==> config.mk <==
export PLATFORM = sky130hd
export DESIGN_NAME = port_pin_function_routing
export DESIGN_NICKNAME = d
export VERILOG_FILES = /design/src/pin_function_cell.v /design/src/port_pin_function_routing.v
export VERILOG_INCLUDE_DIRS = /design/src
export SDC_FILE = /design/constraint.sdc
export NUM_CORES = 1
export LEC_CHECK = 0
export ABC_CLOCK_PERIOD_IN_PS = 1290
export BUFFER_PORTS_ARGS = -buffer_cell sky130_fd_sc_hd__buf_2
export CORE_AREA = 2 2 238 240
export CTS_CLUSTER_DIAMETER = 30
export CTS_CLUSTER_SIZE = 8
export DETAILED_ROUTE_END_ITERATION = 6
export DIE_AREA = 0 0 240 242
export PLACE_DENSITY = 0.47
export SETUP_SLACK_MARGIN = 0.3
export SYNTH_ARGS = -nofsm -noshare
export SYNTH_HDL_FRONTEND = slang
export SYNTH_HIERARCHICAL = 1
export SYNTH_SLANG_ARGS = --single-unit
==> constraint.sdc <==
create_clock -name clk_i -period 1.29 [get_ports clk_i]
set_input_delay 0.3225 -clock clk_i [delete_from_list [all_inputs] [get_ports clk_i]]
set_output_delay 0.3225 -clock clk_i [all_outputs]
set_load 0.1 [all_outputs]
==> src/pin_routing_defines.vh <==
// Purpose: constants for the port pin function routing block
// Assumes: included by bare name
// Notes:   host codes index the per-host vectors; a pin's select field holds host code plus one
`ifndef PIN_ROUTING_DEFINES_VH
`define PIN_ROUTING_DEFINES_VH

`define PIN_COUNT        20
`define HOST_COUNT       7
`define SEL_WIDTH        3

// Host index within each per-host vector
`define HOST_CARD        0
`define HOST_ATA         1
`define HOST_MEDIA       2
`define HOST_SD          3
`define HOST_STICK       4
`define HOST_TIMER       5
`define HOST_SERIAL      6

// Select codes; code = host index + 1, zero keeps the pin general purpose
`define SEL_GPIO         3'h0

// Pin index within each pin vector
`define PIN_J0           0
`define PIN_J1           1
`define PIN_J2           2
`define PIN_M3           3
`define PIN_M4           4
`define PIN_Q0           5
`define PIN_Q3           8
`define PIN_Q4           9
`define PIN_Q5           10
`define PIN_Q6           11
`define PIN_Q7           12
`define PIN_S4           13
`define PIN_S5           14
`define PIN_S6           15
`define PIN_S7           16
`define PIN_T0           17
`define PIN_T1           18
`define PIN_U0           19

// Host availability masks, bit n = host index n
`define AVAIL_CARD_ATA_MEDIA   7'h07
`define AVAIL_SD_TIM_CARD_MED  7'h2D
`define AVAIL_TIM_ATA_CARD_MED 7'h27
`define AVAIL_TIM_CARD_MED     7'h25
`define AVAIL_SERIAL           7'h40
`define AVAIL_STICK_ATA_CARD   7'h13
`define AVAIL_NONE             7'h00

// Reset values
`define RST_PULLUP_E     1'h1
`define RST_X_MASK       1'h1
`define RST_ROM_ENABLE   1'h0

`endif

==> src/pin_function_cell.v <==
// Purpose: one pin's function mux between hosts and general purpose
// Assumes: select code already stable for the cycle
// Notes:   a code for a host not wired to this pin falls back to general purpose
`timescale 1ns/10ps
`include "pin_routing_defines.vh"

module pin_function_cell #(
    parameter [`HOST_COUNT-1:0] AVAIL = `AVAIL_NONE
) (
    input  wire [`SEL_WIDTH-1:0]  sel_i,
    input  wire [`HOST_COUNT-1:0] host_out_i,
    input  wire [`HOST_COUNT-1:0] host_oe_i,
    input  wire                   gpio_data_i,
    input  wire                   gpio_dir_i,
    input  wire                   pin_in_i,
    output reg                    pin_out_o,
    output reg                    pin_oe_o,
    output reg  [`HOST_COUNT-1:0] host_in_o
);

    reg [`HOST_COUNT-1:0] routed;
    integer               h;

    always @* begin
        routed = {`HOST_COUNT{1'b0}};
        for (h = 0; h < `HOST_COUNT; h = h + 1) begin
            if (sel_i == h[`SEL_WIDTH-1:0] + 3'h1) begin
                routed[h] = AVAIL[h];
            end
        end
        if (|routed) begin
            pin_out_o = |(routed & host_out_i);
            pin_oe_o  = |(routed & host_oe_i);
        end else begin
            pin_out_o = gpio_data_i;
            pin_oe_o  = gpio_dir_i;
        end
        // Unrouted hosts see a steady zero, not the pin
        host_in_o = routed & {`HOST_COUNT{pin_in_i}};
    end

endmodule // pin_function_cell

==> src/port_pin_function_routing.v <==
// Purpose: pin function routing and reset behaviour for ports E0, J, M, Q, S, T, U
// Assumes: pins synchronous to clk_i; peripherals drive per-host out/oe vectors
// Notes:   pad drive is out + oe; the pad ring resolves the wire level
//
// Notes on behaviour
// - Port E bit 0 always readable input
// - Port E bit 0 is active-low nonmaskable request
// - Reset sets mask; requests ignored until cleared
// - Request level sensitive; wired-OR sources allowed
// - Port E pull-up on in and after reset
// - Clearing pull-up enable bit disables pull-up
// - Expanded mode: J2 latched into ROM enable
// - Routed pins high-impedance inputs through reset
// - J2: card enable 2, ATA select 1, protect
// - J1: card enable 1, ATA select 0, CLE
// - J0: card/ATA write strobe or ALE
// - M4: SD data2, io16, timer3, media busy
// - M3: SD data1, timer2, input ack, chip enable
// - Q7/Q6: timer, card address, media data, SD clock on Q6 only
// - Q5/Q4: timer, SD command/DMA ack, address, data
// - Q3..Q0: read strobe/ATA address, card address, data
// - S7: stick data, ATA interrupt, card ready
// - S6: stick clock, ATA DMA request, write enable
// - S5/S4: serial transmit and receive, else GPIO
// - T1: timer1, SD data3, media write, card OE
// - T0: attribute select, timer0, SD data0, read enable
// - U0: card wait, ATA ready, card detect
`timescale 1ns/10ps
`include "pin_routing_defines.vh"

module port_pin_function_routing #(
    parameter PINS  = `PIN_COUNT,
    parameter HOSTS = `HOST_COUNT
) (
    input  wire                      clk_i,
    input  wire                      reset_n_i,
    // Port E bit 0 and nonmaskable request
    input  wire                      port_e_bit0_i,
    output reg                       port_e_bit0_o,
    output reg                       nonmaskable_irq_req_o,
    input  wire                      x_mask_clear_i,
    output reg                       x_mask_o,
    input  wire                      pullup_write_i,
    input  wire                      port_e_pullup_enable_i,
    output wire                      port_e_pullup_on_o,
    // ROM enable strap
    input  wire                      expanded_mode_i,
    output reg                       onchip_rom_enable_o,
    // Routing controls, one select field per pin
    input  wire [PINS*`SEL_WIDTH-1:0] func_sel_i,
    input  wire [PINS-1:0]           gpio_data_i,
    input  wire [PINS-1:0]           gpio_dir_i,
    output reg  [PINS-1:0]           gpio_in_o,
    // Pads
    input  wire [PINS-1:0]           pad_in_i,
    output reg  [PINS-1:0]           pad_out_o,
    output reg  [PINS-1:0]           pad_oe_o,
    // Peripheral side, one vector per host indexed by pin
    input  wire [PINS-1:0]           flash_card_host_out_i,
    input  wire [PINS-1:0]           flash_card_host_oe_i,
    output reg  [PINS-1:0]           flash_card_host_in_o,
    input  wire [PINS-1:0]           ata_host_out_i,
    input  wire [PINS-1:0]           ata_host_oe_i,
    output reg  [PINS-1:0]           ata_host_in_o,
    input  wire [PINS-1:0]           nand_media_host_out_i,
    input  wire [PINS-1:0]           nand_media_host_oe_i,
    output reg  [PINS-1:0]           nand_media_host_in_o,
    input  wire [PINS-1:0]           sd_host_out_i,
    input  wire [PINS-1:0]           sd_host_oe_i,
    output reg  [PINS-1:0]           sd_host_in_o,
    input  wire [PINS-1:0]           stick_card_host_out_i,
    input  wire [PINS-1:0]           stick_card_host_oe_i,
    output reg  [PINS-1:0]           stick_card_host_in_o,
    input  wire [PINS-1:0]           capture_timer_out_i,
    input  wire [PINS-1:0]           capture_timer_oe_i,
    output reg  [PINS-1:0]           capture_timer_in_o,
    input  wire [PINS-1:0]           async_serial_port_out_i,
    input  wire [PINS-1:0]           async_serial_port_oe_i,
    output reg  [PINS-1:0]           async_serial_port_in_o
);

    ////////////////////////////////////////////////////////////////////////////
    // Which hosts reach which pin
    function [`HOST_COUNT-1:0] pin_avail;
        input integer idx;
        begin
            if (idx <= `PIN_J2)
                pin_avail = `AVAIL_CARD_ATA_MEDIA;
            else if (idx <= `PIN_M4)
                pin_avail = `AVAIL_SD_TIM_CARD_MED;
            else if (idx <= `PIN_Q3)
                pin_avail = `AVAIL_CARD_ATA_MEDIA;
            else if (idx == `PIN_Q4)
                pin_avail = `AVAIL_TIM_ATA_CARD_MED;
            else if (idx <= `PIN_Q6)
                pin_avail = `AVAIL_SD_TIM_CARD_MED;
            else if (idx == `PIN_Q7)
                pin_avail = `AVAIL_TIM_CARD_MED;
            else if (idx <= `PIN_S5)
                pin_avail = `AVAIL_SERIAL;
            else if (idx <= `PIN_S7)
                pin_avail = `AVAIL_STICK_ATA_CARD;
            else if (idx <= `PIN_T1)
                pin_avail = `AVAIL_SD_TIM_CARD_MED;
            else if (idx == `PIN_U0)
                pin_avail = `AVAIL_CARD_ATA_MEDIA;
            else
                pin_avail = `AVAIL_NONE;
        end
    endfunction

    ////////////////////////////////////////////////////////////////////////////
    // Per-pin muxes
    wire [PINS-1:0]       next_pad_out;
    wire [PINS-1:0]       next_pad_oe;
    wire [PINS*HOSTS-1:0] next_host_in;

    genvar p;
    generate
        for (p = 0; p < PINS; p = p + 1) begin : g_pin
            wire [HOSTS-1:0] host_out;
            wire [HOSTS-1:0] host_oe;

            assign host_out = {async_serial_port_out_i[p], capture_timer_out_i[p],
                               stick_card_host_out_i[p], sd_host_out_i[p],
                               nand_media_host_out_i[p], ata_host_out_i[p],
                               flash_card_host_out_i[p]};
            assign host_oe  = {async_serial_port_oe_i[p], capture_timer_oe_i[p],
                               stick_card_host_oe_i[p], sd_host_oe_i[p],
                               nand_media_host_oe_i[p], ata_host_oe_i[p],
                               flash_card_host_oe_i[p]};

            pin_function_cell #(
                .AVAIL (pin_avail(p))
            ) u_cell (
                .sel_i       (func_sel_i[p*`SEL_WIDTH +: `SEL_WIDTH]),
                .host_out_i  (host_out),
                .host_oe_i   (host_oe),
                .gpio_data_i (gpio_data_i[p]),
                .gpio_dir_i  (gpio_dir_i[p]),
                .pin_in_i    (pad_in_i[p]),
                .pin_out_o   (next_pad_out[p]),
                .pin_oe_o    (next_pad_oe[p]),
                .host_in_o   (next_host_in[p*HOSTS +: HOSTS])
            );
        end
    endgenerate

    // Regroup the per-pin host inputs into per-host vectors
    reg [PINS-1:0] next_in_by_host [0:HOSTS-1];
    integer        i;
    integer        k;

    always @* begin
        for (k = 0; k < HOSTS; k = k + 1) begin
            for (i = 0; i < PINS; i = i + 1) begin
                next_in_by_host[k][i] = next_host_in[i*HOSTS + k];
            end
        end
    end

    ////////////////////////////////////////////////////////////////////////////
    // Pad drive and input capture
    // Output enables stay low through reset and the first edge after it
    reg drive_allowed;

    always @(posedge clk_i) begin
        if (!reset_n_i) begin
            drive_allowed          <= 1'b0;
            pad_out_o              <= {PINS{1'b0}};
            pad_oe_o               <= {PINS{1'b0}};
            gpio_in_o              <= {PINS{1'b0}};
            flash_card_host_in_o   <= {PINS{1'b0}};
            ata_host_in_o          <= {PINS{1'b0}};
            nand_media_host_in_o   <= {PINS{1'b0}};
            sd_host_in_o           <= {PINS{1'b0}};
            stick_card_host_in_o   <= {PINS{1'b0}};
            capture_timer_in_o     <= {PINS{1'b0}};
            async_serial_port_in_o <= {PINS{1'b0}};
        end else begin
            drive_allowed          <= 1'b1;
            pad_out_o              <= next_pad_out;
            pad_oe_o               <= next_pad_oe & {PINS{drive_allowed}};
            gpio_in_o              <= pad_in_i;
            flash_card_host_in_o   <= next_in_by_host[`HOST_CARD];
            ata_host_in_o          <= next_in_by_host[`HOST_ATA];
            nand_media_host_in_o   <= next_in_by_host[`HOST_MEDIA];
            sd_host_in_o           <= next_in_by_host[`HOST_SD];
            stick_card_host_in_o   <= next_in_by_host[`HOST_STICK];
            capture_timer_in_o     <= next_in_by_host[`HOST_TIMER];
            async_serial_port_in_o <= next_in_by_host[`HOST_SERIAL];
        end
    end

    ////////////////////////////////////////////////////////////////////////////
    // Port E bit 0 and the nonmaskable request
    reg pullup_enable;

    always @(posedge clk_i) begin
        if (!reset_n_i) begin
            port_e_bit0_o         <= 1'b1;
            x_mask_o              <= `RST_X_MASK;
            nonmaskable_irq_req_o <= 1'b0;
            pullup_enable         <= `RST_PULLUP_E;
        end else begin
            port_e_bit0_o <= port_e_bit0_i;
            // Mask can only be cleared; software cannot set it again
            if (x_mask_clear_i) begin
                x_mask_o <= 1'b0;
            end
            // Level, not edge: holds while any wired-OR source pulls low
            nonmaskable_irq_req_o <= ~port_e_bit0_i & ~x_mask_o;
            if (pullup_write_i) begin
                pullup_enable <= port_e_pullup_enable_i;
            end
        end
    end

    // Pull-up also held on while reset is low, before any clock edge
    assign port_e_pullup_on_o = ~reset_n_i | pullup_enable;

    ////////////////////////////////////////////////////////////////////////////
    // ROM enable strap, caught on the first edge after reset release
    reg reset_seen;

    always @(posedge clk_i) begin
        if (!reset_n_i) begin
            reset_seen          <= 1'b1;
            onchip_rom_enable_o <= `RST_ROM_ENABLE;
        end else begin
            reset_seen <= 1'b0;
            if (reset_seen && expanded_mode_i) begin
                onchip_rom_enable_o <= pad_in_i[`PIN_J2];
            end
        end
    end

endmodule // port_pin_function_routing

==> flow_summary.ini, run 1 <==
[clocking]
cts_buffer_depth = 3
cts.sinks = 207
numCtsBuffers = 70
cts_tree = yes
clk_pin_slew_worst_paths_ns = 0.04
clock_latency_ns = 0.57
cts_root_buffer = clkbuf_16
h-tree-depth = 3

[placement]
pre_cts_ws_ns = -0.111
portBuffers = 457
finalWeightedCongestion = 0.855
dp_hpwl_um = 23100

[logic_synthesis]
synth.distinct_cells = 41
synth_area_per_cell_um2 = 9.90
synth.cell_area_mm2 = 0.00856
async_reset_ff_share_pct = 0
synth-seq-area-share_pct = 48.4
ys_ff_latch = 207
synth_flop_cell = dfxtp_1
synthCells = 864
synth_edf_count = 0
ys.warnings.count = 6

[die]
core_region_area_mm2 = 0.0557
io_pins = 612
rows = 87
start_util_pct = 15.4
die-area_mm2 = 0.0581
die_w_um = 240
fp.dieH_um = 242

[pwr]
p_switching_mw = 7.95
p_total_mw = 29.3
sequentialPowerShare_pct = 23.9
p_int_mw = 21.3
swShare_pct = 27.2
leakage_nw = 7.89
p_per_area_mw_per_mm2 = 1660
combPwrFrac_pct = 16.6
pwr-share-clk_pct = 59.4
ir_worst_vdd_v = 0.00103

[global_routing]
grt_pass1_wl_um = 43500
grt_max_degree = 38
grt.overflow.total = 0
track_usage_pct = 10.0
antenna_found_initial = 2
first_global_vias = 7950

[critical_path]
critPathRequiredTime_ns = 0.97
r2r_start = drive_allowed
crit_path_end_kind = primary output
critPathKind = reg -> out
endpoint = port_e_pullup_on_o
cp.arrival_ns = 1.19
r2r_setup_slack_ns = 0.49
crit_path_start = pullup_enable
startpoint_type = flop
r2r_cells = 2
r2r-end = pad_oe_o[2]
worstPathMaxFanout = 2

[timing]
finalWorstSetupSlack_ns = -0.225
clock_skew_ns = 0.0121
fmax_mhz = 660
setup_viol = 205
final.setup.tns_ns = -21.92
finalHoldViolCount = 0
rsz0062_at_grt = true
period_needed_ns = 1.51
finalMaxSlewViolations = 0
period_share_pct = 117

[cells_and_area]
final_cell_mix = buf_2 (251), buf_12 (209), dfxtp_2 (201), and2_1 (180), conb_1 (77)
layout-drive-gt1-share_pct = 59.1
fin_nets = 1807
syn_to_final_growth_pct = 106
antennaDiodeCount = 0
layout_commonest_cell = buf_2
fillers = 5660

[hold_path]
hold_class = in -> reg
hold_start = reset_n_i

[run]
cap_viol_max_count = 0

[routing]
drt_iter0_markers = 173
wl_per_cell_um = 13.4
avgViaCountPerCell = 3.49
dr.pass1.iters = 4
drt_wl_total_um = 29500
vias = 7727
drt_drc_violations_left = 0
ant_nets = 0

[run_status]
violations = setup timing
outcome = finished, violations left
-- worst max-delay path: stages, from the launching register on --
cell,delay [ns]
dfxtp_2,0.31
nand2b_4,0.12
buf_12,0.17
-- cells by family after synthesis --
kind of cell	share of synthesized area [%]
and+or+nand+nor	27.2
DFF	48.4
buffers and inverters	9.05
AOI/OAI and AO/OA	6.90
muxes	7.54
other	0.877
-- through the flow --
step	cells	hold WS [ns]	utilization (%)	instance area, um2
final	2212	0.0422	31.6	17600
after global routing	2212	0.0270	31.6	17600
after CTS	2212	0.00705	31.6	17600
after detailed placement	2058	0.458	26.7	14900
after global placement	2058	0.453	26.7	14900
after floorplan	921	0.350	-	9070
-- flip-flops by register name, summed over array words and instances, names as in the netlist --
signal	count
async_serial_port_in_o	20
ata_host_in_o	20
capture_timer_in_o	20
drive_allowed	1
flash_card_host_in_o	20
gpio_in_o	20
nand_media_host_in_o	20
nonmaskable_irq_req_o	1
onchip_rom_enable_o	1
pad_oe_o	20
pad_out_o	20
port_e_bit0_o	1
pullup_enable	1
reset_seen	1
sd_host_in_o	20
stick_card_host_in_o	20
x_mask_o	1
-- how the worst min path moves through the flow --
stage | to | depth (start not counted)
5_1_grt | pullup_enable | 2
6_report | pullup_enable | 2
3_3_place_gp | onchip_rom_enable_o | 2
4_1_cts | pullup_enable | 2
2_1_floorplan | drive_allowed | 0
3_5_place_dp | onchip_rom_enable_o | 2
-- Yosys cell counts (7+ instances only) --
cell type / count / area share [%]
nor2b_1: 20 / 1.5
conb_1: 20 / 0.88
mux2_1: 24 / 3.2
clkbuf_1: 7 / 0.31
and2b_1: 16 / 1.4
and2_1: 180 / 13
o21ai_1: 16 / 0.94
o21ai_0: 7 / 0.41
nor2_1: 48 / 2.1
nand2_1: 21 / 0.92
o22ai_1: 14 / 1.0
and3_1: 23 / 1.7
mux2i_1: 9 / 1.1
mux2_4: 16 / 2.8
nand2b_1: 20 / 1.5
a21oi_1: 29 / 1.7
and4bb_2: 8 / 1.2
clkbuf_2: 12 / 0.70
a22oi_1: 16 / 1.4
and4b_1: 8 / 0.94
dfxtp_1: 207 / 48
nor4bb_1: 8 / 0.94
buf_4: 79 / 6.9
-- power by group through the flow --
| stage | Sequential, mW | Combinational (mW) | Clock (mW) |
|---|---|---|---|
| after global placement | 7.11 | 4.80 | 0 |
| final | 7.01 | 4.87 | 17.4 |
| after CTS | 7.01 | 4.90 | 17.9 |
| after floorplan | 9.04 | 0.940 | 0 |
| after global routing | 7.03 | 5.10 | 18.3 |
| after detailed placement | 7.12 | 4.83 | 0 |
-- cell type report --
type | count | area (um2) | share of cell area [%]
clock buffer | 91 | 1960 | 11.1
clock inverter | 37 | 512 | 2.90
inverter | 6 | 22.5 | 0.128
multi-input combinational | 603 | 3890 | 22.0
sequential | 207 | 4410 | 25.0
tap | 756 | 946 | 5.36
timing repair buffer | 512 | 5890 | 33.4
-- per-layer routing --
| layer | share of wire (%) | vias up | track usage [%] |
|---|---|---|---|
| li1 | - | 3811 | - |
| met1 | 36 | 3501 | 9.72 |
| met2 | 49 | 340 | 17.2 |
| met3 | 10 | 75 | 4.54 |
| met4 | 4.3 | 0 | 6.34 |
| met5 | 0 | - | 0 |
-- what timing repair did --
action | 4_1_cts | 5_1_grt
hold endpoints to repair | 24 | 0
gates resized for setup | 5 | 1
endpoints found under the setup margin | 205 | 207
hold buffers | 24 | 0
setup buffers | 2 | 0
Note: power is estimated with default switching activity, not from simulation.
==> run 2: changes to the inputs <==
--- a/config.mk
+++ b/config.mk
@@ -15,6 +15,7 @@
 export DIE_AREA = 0 0 240 242
 export PLACE_DENSITY = 0.47
 export SETUP_SLACK_MARGIN = 0.3
+export SLEW_MARGIN = 20
 export SYNTH_ARGS = -nofsm -noshare
 export SYNTH_HDL_FRONTEND = slang
 export SYNTH_HIERARCHICAL = 1
==> constraint.sdc (replaced) <==
create_clock -name clk_i -period 1.29 [get_ports clk_i]
set_input_delay 0.0645 -clock clk_i [delete_from_list [all_inputs] [get_ports clk_i]]
set_output_delay 0.0645 -clock clk_i [all_outputs]
set_load 0.1 [all_outputs]
==> flow_summary.ini, run 2 (synthesized netlist as in run 1, its figures left out) <==
[critical_path]
worstPathMaxFanout = 2
critPathRequiredTime_ns = 1.23
critPathKind = reg -> out
startpoint_type = flop
crit_path_end_kind = primary output
cp.arrival_ns = 1.20

[timing]
fmax_mhz = 792
finalHoldViolCount = 0
rsz0062_at_grt = true
period_share_pct = 97.9
finalWorstSetupSlack_ns = 0.0267
finalMaxSlewViolations = 0
setup_viol = 0
clock_skew_ns = 0.0144
period_needed_ns = 1.26

[placement]
dp_hpwl_um = 22200
portBuffers = 457
pre_cts_ws_ns = 0.0415
dp_cells = 2041
finalWeightedCongestion = 0.838

[clocking]
cts.sinks = 207
cts_buffer_depth = 3
cts_tree = yes
clock_latency_ns = 0.57
numCtsBuffers = 57
h-tree-depth = 2
cts_root_buffer = clkbuf_16
clk_pin_slew_worst_paths_ns = 0.04

[global_routing]
first_global_vias = 9464
grt.overflow.total = 0
track_usage_pct = 11.4
antenna_found_initial = 8
grt_pass1_wl_um = 50800
grt_max_degree = 72

[die]
rows = 87
fp.dieH_um = 242
core_region_area_mm2 = 0.0557
io_pins = 612
die-area_mm2 = 0.0581
die_w_um = 240
start_util_pct = 15.4

[run_status]
outcome = completed

[routing]
vias = 8602
dr.pass1.iters = 4
ant_nets = 0
wl_per_cell_um = 14.7
drt_iter0_markers = 180
avgViaCountPerCell = 3.64
drt_drc_violations_left = 0
drt_wl_total_um = 34800

[cells_and_area]
layout-drive-gt1-share_pct = 52.4
fin_nets = 1967
layout_commonest_cell = buf_2
multi_input_area_mm2 = 0.00396
register_area_mm2 = 0.00441
syn_to_final_growth_pct = 123
final_cell_count_no_fill = 2366
fillers = 5380
final_cell_mix = buf_2 (244), buf_12 (209), dlygate4sd3_1 (205), dfxtp_2 (201), and2_1 (180)

[pwr]
leakage_nw = 8.40
p_per_area_mw_per_mm2 = 1410
ir_worst_vdd_v = 0.000962

[hold_path]
hold_class = in -> reg

[run]
cap_viol_max_count = 0
run 2: metal layers:
layer | global-route usage, % | vias to the layer above | wire [um]
li1 | - | 4133 | -
met3 | 5.03 | 117 | 3570
met2 | 20.1 | 467 | 17000
met1 | 10.7 | 3879 | 12200
met4 | 7.05 | 6 | 1990
met5 | 0 | - | 42
run 2: power breakdown:
group          internal [mW]  switching (mW)
sequential              6.77           0.253
clock                   10.2            4.28
combinational           2.29            3.11
run 2: repair_timing:
action,4_1_cts,5_1_grt
pin swaps,0,6
endpoints found under the setup margin,209,228
gates resized for setup,1011,53
hold buffers,211,0
buffers inserted,0,5
endpoints found under the hold margin,124,0
run 2: final timing paths:
path / startpoint / end / slack, ns / cells past startpoint
max: pullup_enable / port_e_pullup_on_o / 0.03 / 2
min: capture_timer_out_i[3] / pad_out_o[3] / 0.03 / 5
max reg2reg: drive_allowed / pad_oe_o[7] / 0.34 / 2
min reg2reg: pullup_enable / pullup_enable / 0.47 / 2
run 2: stage by stage:
step           instance area [um2]  setup TNS (ns)  util, %  power (mW)  hold WS, ns
3_5_place_dp                 11400               0     20.5        10.8        0.266
5_1_grt                      19100         -0.0266     34.2        27.8       0.0218
3_3_place_gp                 11400               0     20.5        10.8        0.241
2_1_floorplan                 8780               0        -        9.88       0.0922
6_report                     19100               0     34.2        26.9       0.0251
4_1_cts                      18900         -0.0177     33.8        27.0      0.00130
run 2: critical path, stage by stage (launching register included):
cell and delay (ns):
dfxtp_2 0.31, nand2b_4 0.14, buf_12 0.17
run 2: cell type report:
cell class / count / area share [%]
Timing Repair Buffer: 685 / 40.4
Sequential cell: 207 / 23.1
Multi-Input combinational cell: 603 / 20.8
Clock buffer: 73 / 8.27
Tap cell: 756 / 4.96
Clock inverter: 32 / 2.26
Inverter: 6 / 0.118
Antenna cell: 4 / 0.0525
==> run 3: changes to the inputs <==
--- a/config.mk
+++ b/config.mk
@@ -13,7 +13,7 @@
 export CTS_CLUSTER_SIZE = 8
 export DETAILED_ROUTE_END_ITERATION = 6
 export DIE_AREA = 0 0 240 242
-export PLACE_DENSITY = 0.47
+export PLACE_DENSITY = 0.39
 export SETUP_SLACK_MARGIN = 0.3
 export SLEW_MARGIN = 20
 export SYNTH_ARGS = -nofsm -noshare
==> flow_summary.ini, run 3 (synthesized netlist as in run 1, its figures left out) <==
[clocking]
cts_tree = yes
clk_pin_slew_worst_paths_ns = 0.04
clock_latency_ns = 0.57
numCtsBuffers = 69
h-tree-depth = 3
cts.sinks = 207
cts_root_buffer = clkbuf_16
cts_buffer_depth = 3

[critical_path]
cp.arrival_ns = 1.17
startpoint_type = flop
critPathRequiredTime_ns = 1.23
worstPathMaxFanout = 2
crit_path_end_kind = primary output
r2r_start = drive_allowed
crit_path_start = pullup_enable
critPathKind = reg -> out
r2r_setup_slack_ns = 0.51

[placement]
portBuffers = 457
dp_hpwl_um = 22600
finalWeightedCongestion = 0.826

[die]
rows = 87
die_w_um = 240
io_pins = 612
start_util_pct = 15.4
core_region_area_mm2 = 0.0557
die-area_mm2 = 0.0581
fp.dieH_um = 242

[global_routing]
track_usage_pct = 11.0
antenna_found_initial = 4
first_global_vias = 9174
grt_pass1_wl_um = 48600
grt.overflow.total = 0
grt_max_degree = 70

[cells_and_area]
final_core_util_pct = 34.6
syn_to_final_growth_pct = 125
layout-drive-gt1-share_pct = 53.8
fin_nets = 1961
layout_commonest_cell = buf_2
final_cell_mix = buf_2 (245), buf_12 (207), dfxtp_2 (201), dlygate4sd3_1 (191), and2_1 (180)
fillers = 5481

[timing]
whs_ns = -0.0121
clock_skew_ns = 0.0135
finalMaxSlewViolations = 0
fmax_mhz = 811
final.setup.tns_ns = 0
rsz0062_at_grt = true
setup_viol = 0
period_share_pct = 95.6
period_needed_ns = 1.23
finalHoldViolCount = 1

[pwr]
p_switching_mw = 8.09
pwr-share-clk_pct = 58.1
p_per_area_mw_per_mm2 = 1530
leakage_nw = 8.50
swShare_pct = 27.4
sequentialPowerShare_pct = 23.8
p_int_mw = 21.4
combPwrFrac_pct = 18.1
ir_worst_vdd_v = 0.000831

[hold_path]
hold_start = func_sel_i[32]
hold_class = in -> reg

[routing]
drt_drc_violations_left = 0
drt_wl_total_um = 33200
dr.pass1.iters = 4
drt_iter0_markers = 130
ant_nets = 0
avgViaCountPerCell = 3.55
vias = 8380
wl_per_cell_um = 14.1

[run_status]
outcome = finished, violations left
violations = hold timing

[run]
cap_viol_max_count = 0
-- run 3: what timing repair did --
item / CTS / global route
hold buffers: 192 / 1
pin swaps: 0 / 4
gates resized for setup: 996 / 48
endpoints found under the hold margin: 128 / 1
buffers inserted: 0 / 1
endpoints found under the setup margin: 205 / 238
-- run 3: layout make-up --
type	count	area [um2]	area share [%]
clock inverters	29	435	2.26
diodes	1	2.50	0.0130
multi-input cells	603	4000	20.7
inverters	6	22.5	0.117
clock buffers	91	1990	10.3
well taps	756	946	4.90
repair buffers	667	7480	38.8
flip-flops and latches	207	4410	22.9
-- run 3: worst paths after layout --
| kind | end | cells after the start |
|---|---|---|
| worst min-delay path | nand_media_host_in_o[10] | 4 |
| worst max register to register | pad_oe_o[8] | 2 |
| worst min register to register | pullup_enable | 2 |
| worst max-delay path | port_e_pullup_on_o | 2 |
-- run 3: power by group through the flow --
stage               combinational [mW]  clock, mW  sequential (mW)
floorplan                        0.921          0             8.96
global placement                  3.92          0             6.90
detailed placement                3.93          0             6.90
CTS                               5.25       17.6             7.02
global route                      5.58       18.0             7.04
finish                            5.33       17.1             7.02
-- run 3: worst max-delay path, stage by stage, from the launching register on --
cell,delay [ns]
dfxtp_2,0.31
nand2b_4,0.14
buf_12,0.16
-- run 3: layer usage --
layer  up-vias  global-route usage (%)  share of wire [%]
met5         -                       0              0.039
met4         2                    6.59                4.1
met3        86                    5.85                 12
met2       400                    19.0                 48
met1      3767                    10.2                 36
li1       4125                       -                  -
-- run 3: metrics by stage --
stage	hold slack [ns]	total power, mW	area (um2)	cells	setup slack, ns
2_1_floorplan	0.0922	9.88	8780	921	0.195
3_3_place_gp	0.241	10.8	11500	2046	0.0660
3_5_place_dp	0.257	10.8	11500	2046	0.0607
4_1_cts	0.00107	29.9	19100	2358	0.00264
5_1_grt	0.00271	30.6	19300	2359	0.00678
6_report	-0.0121	29.5	19300	2360	0.0568
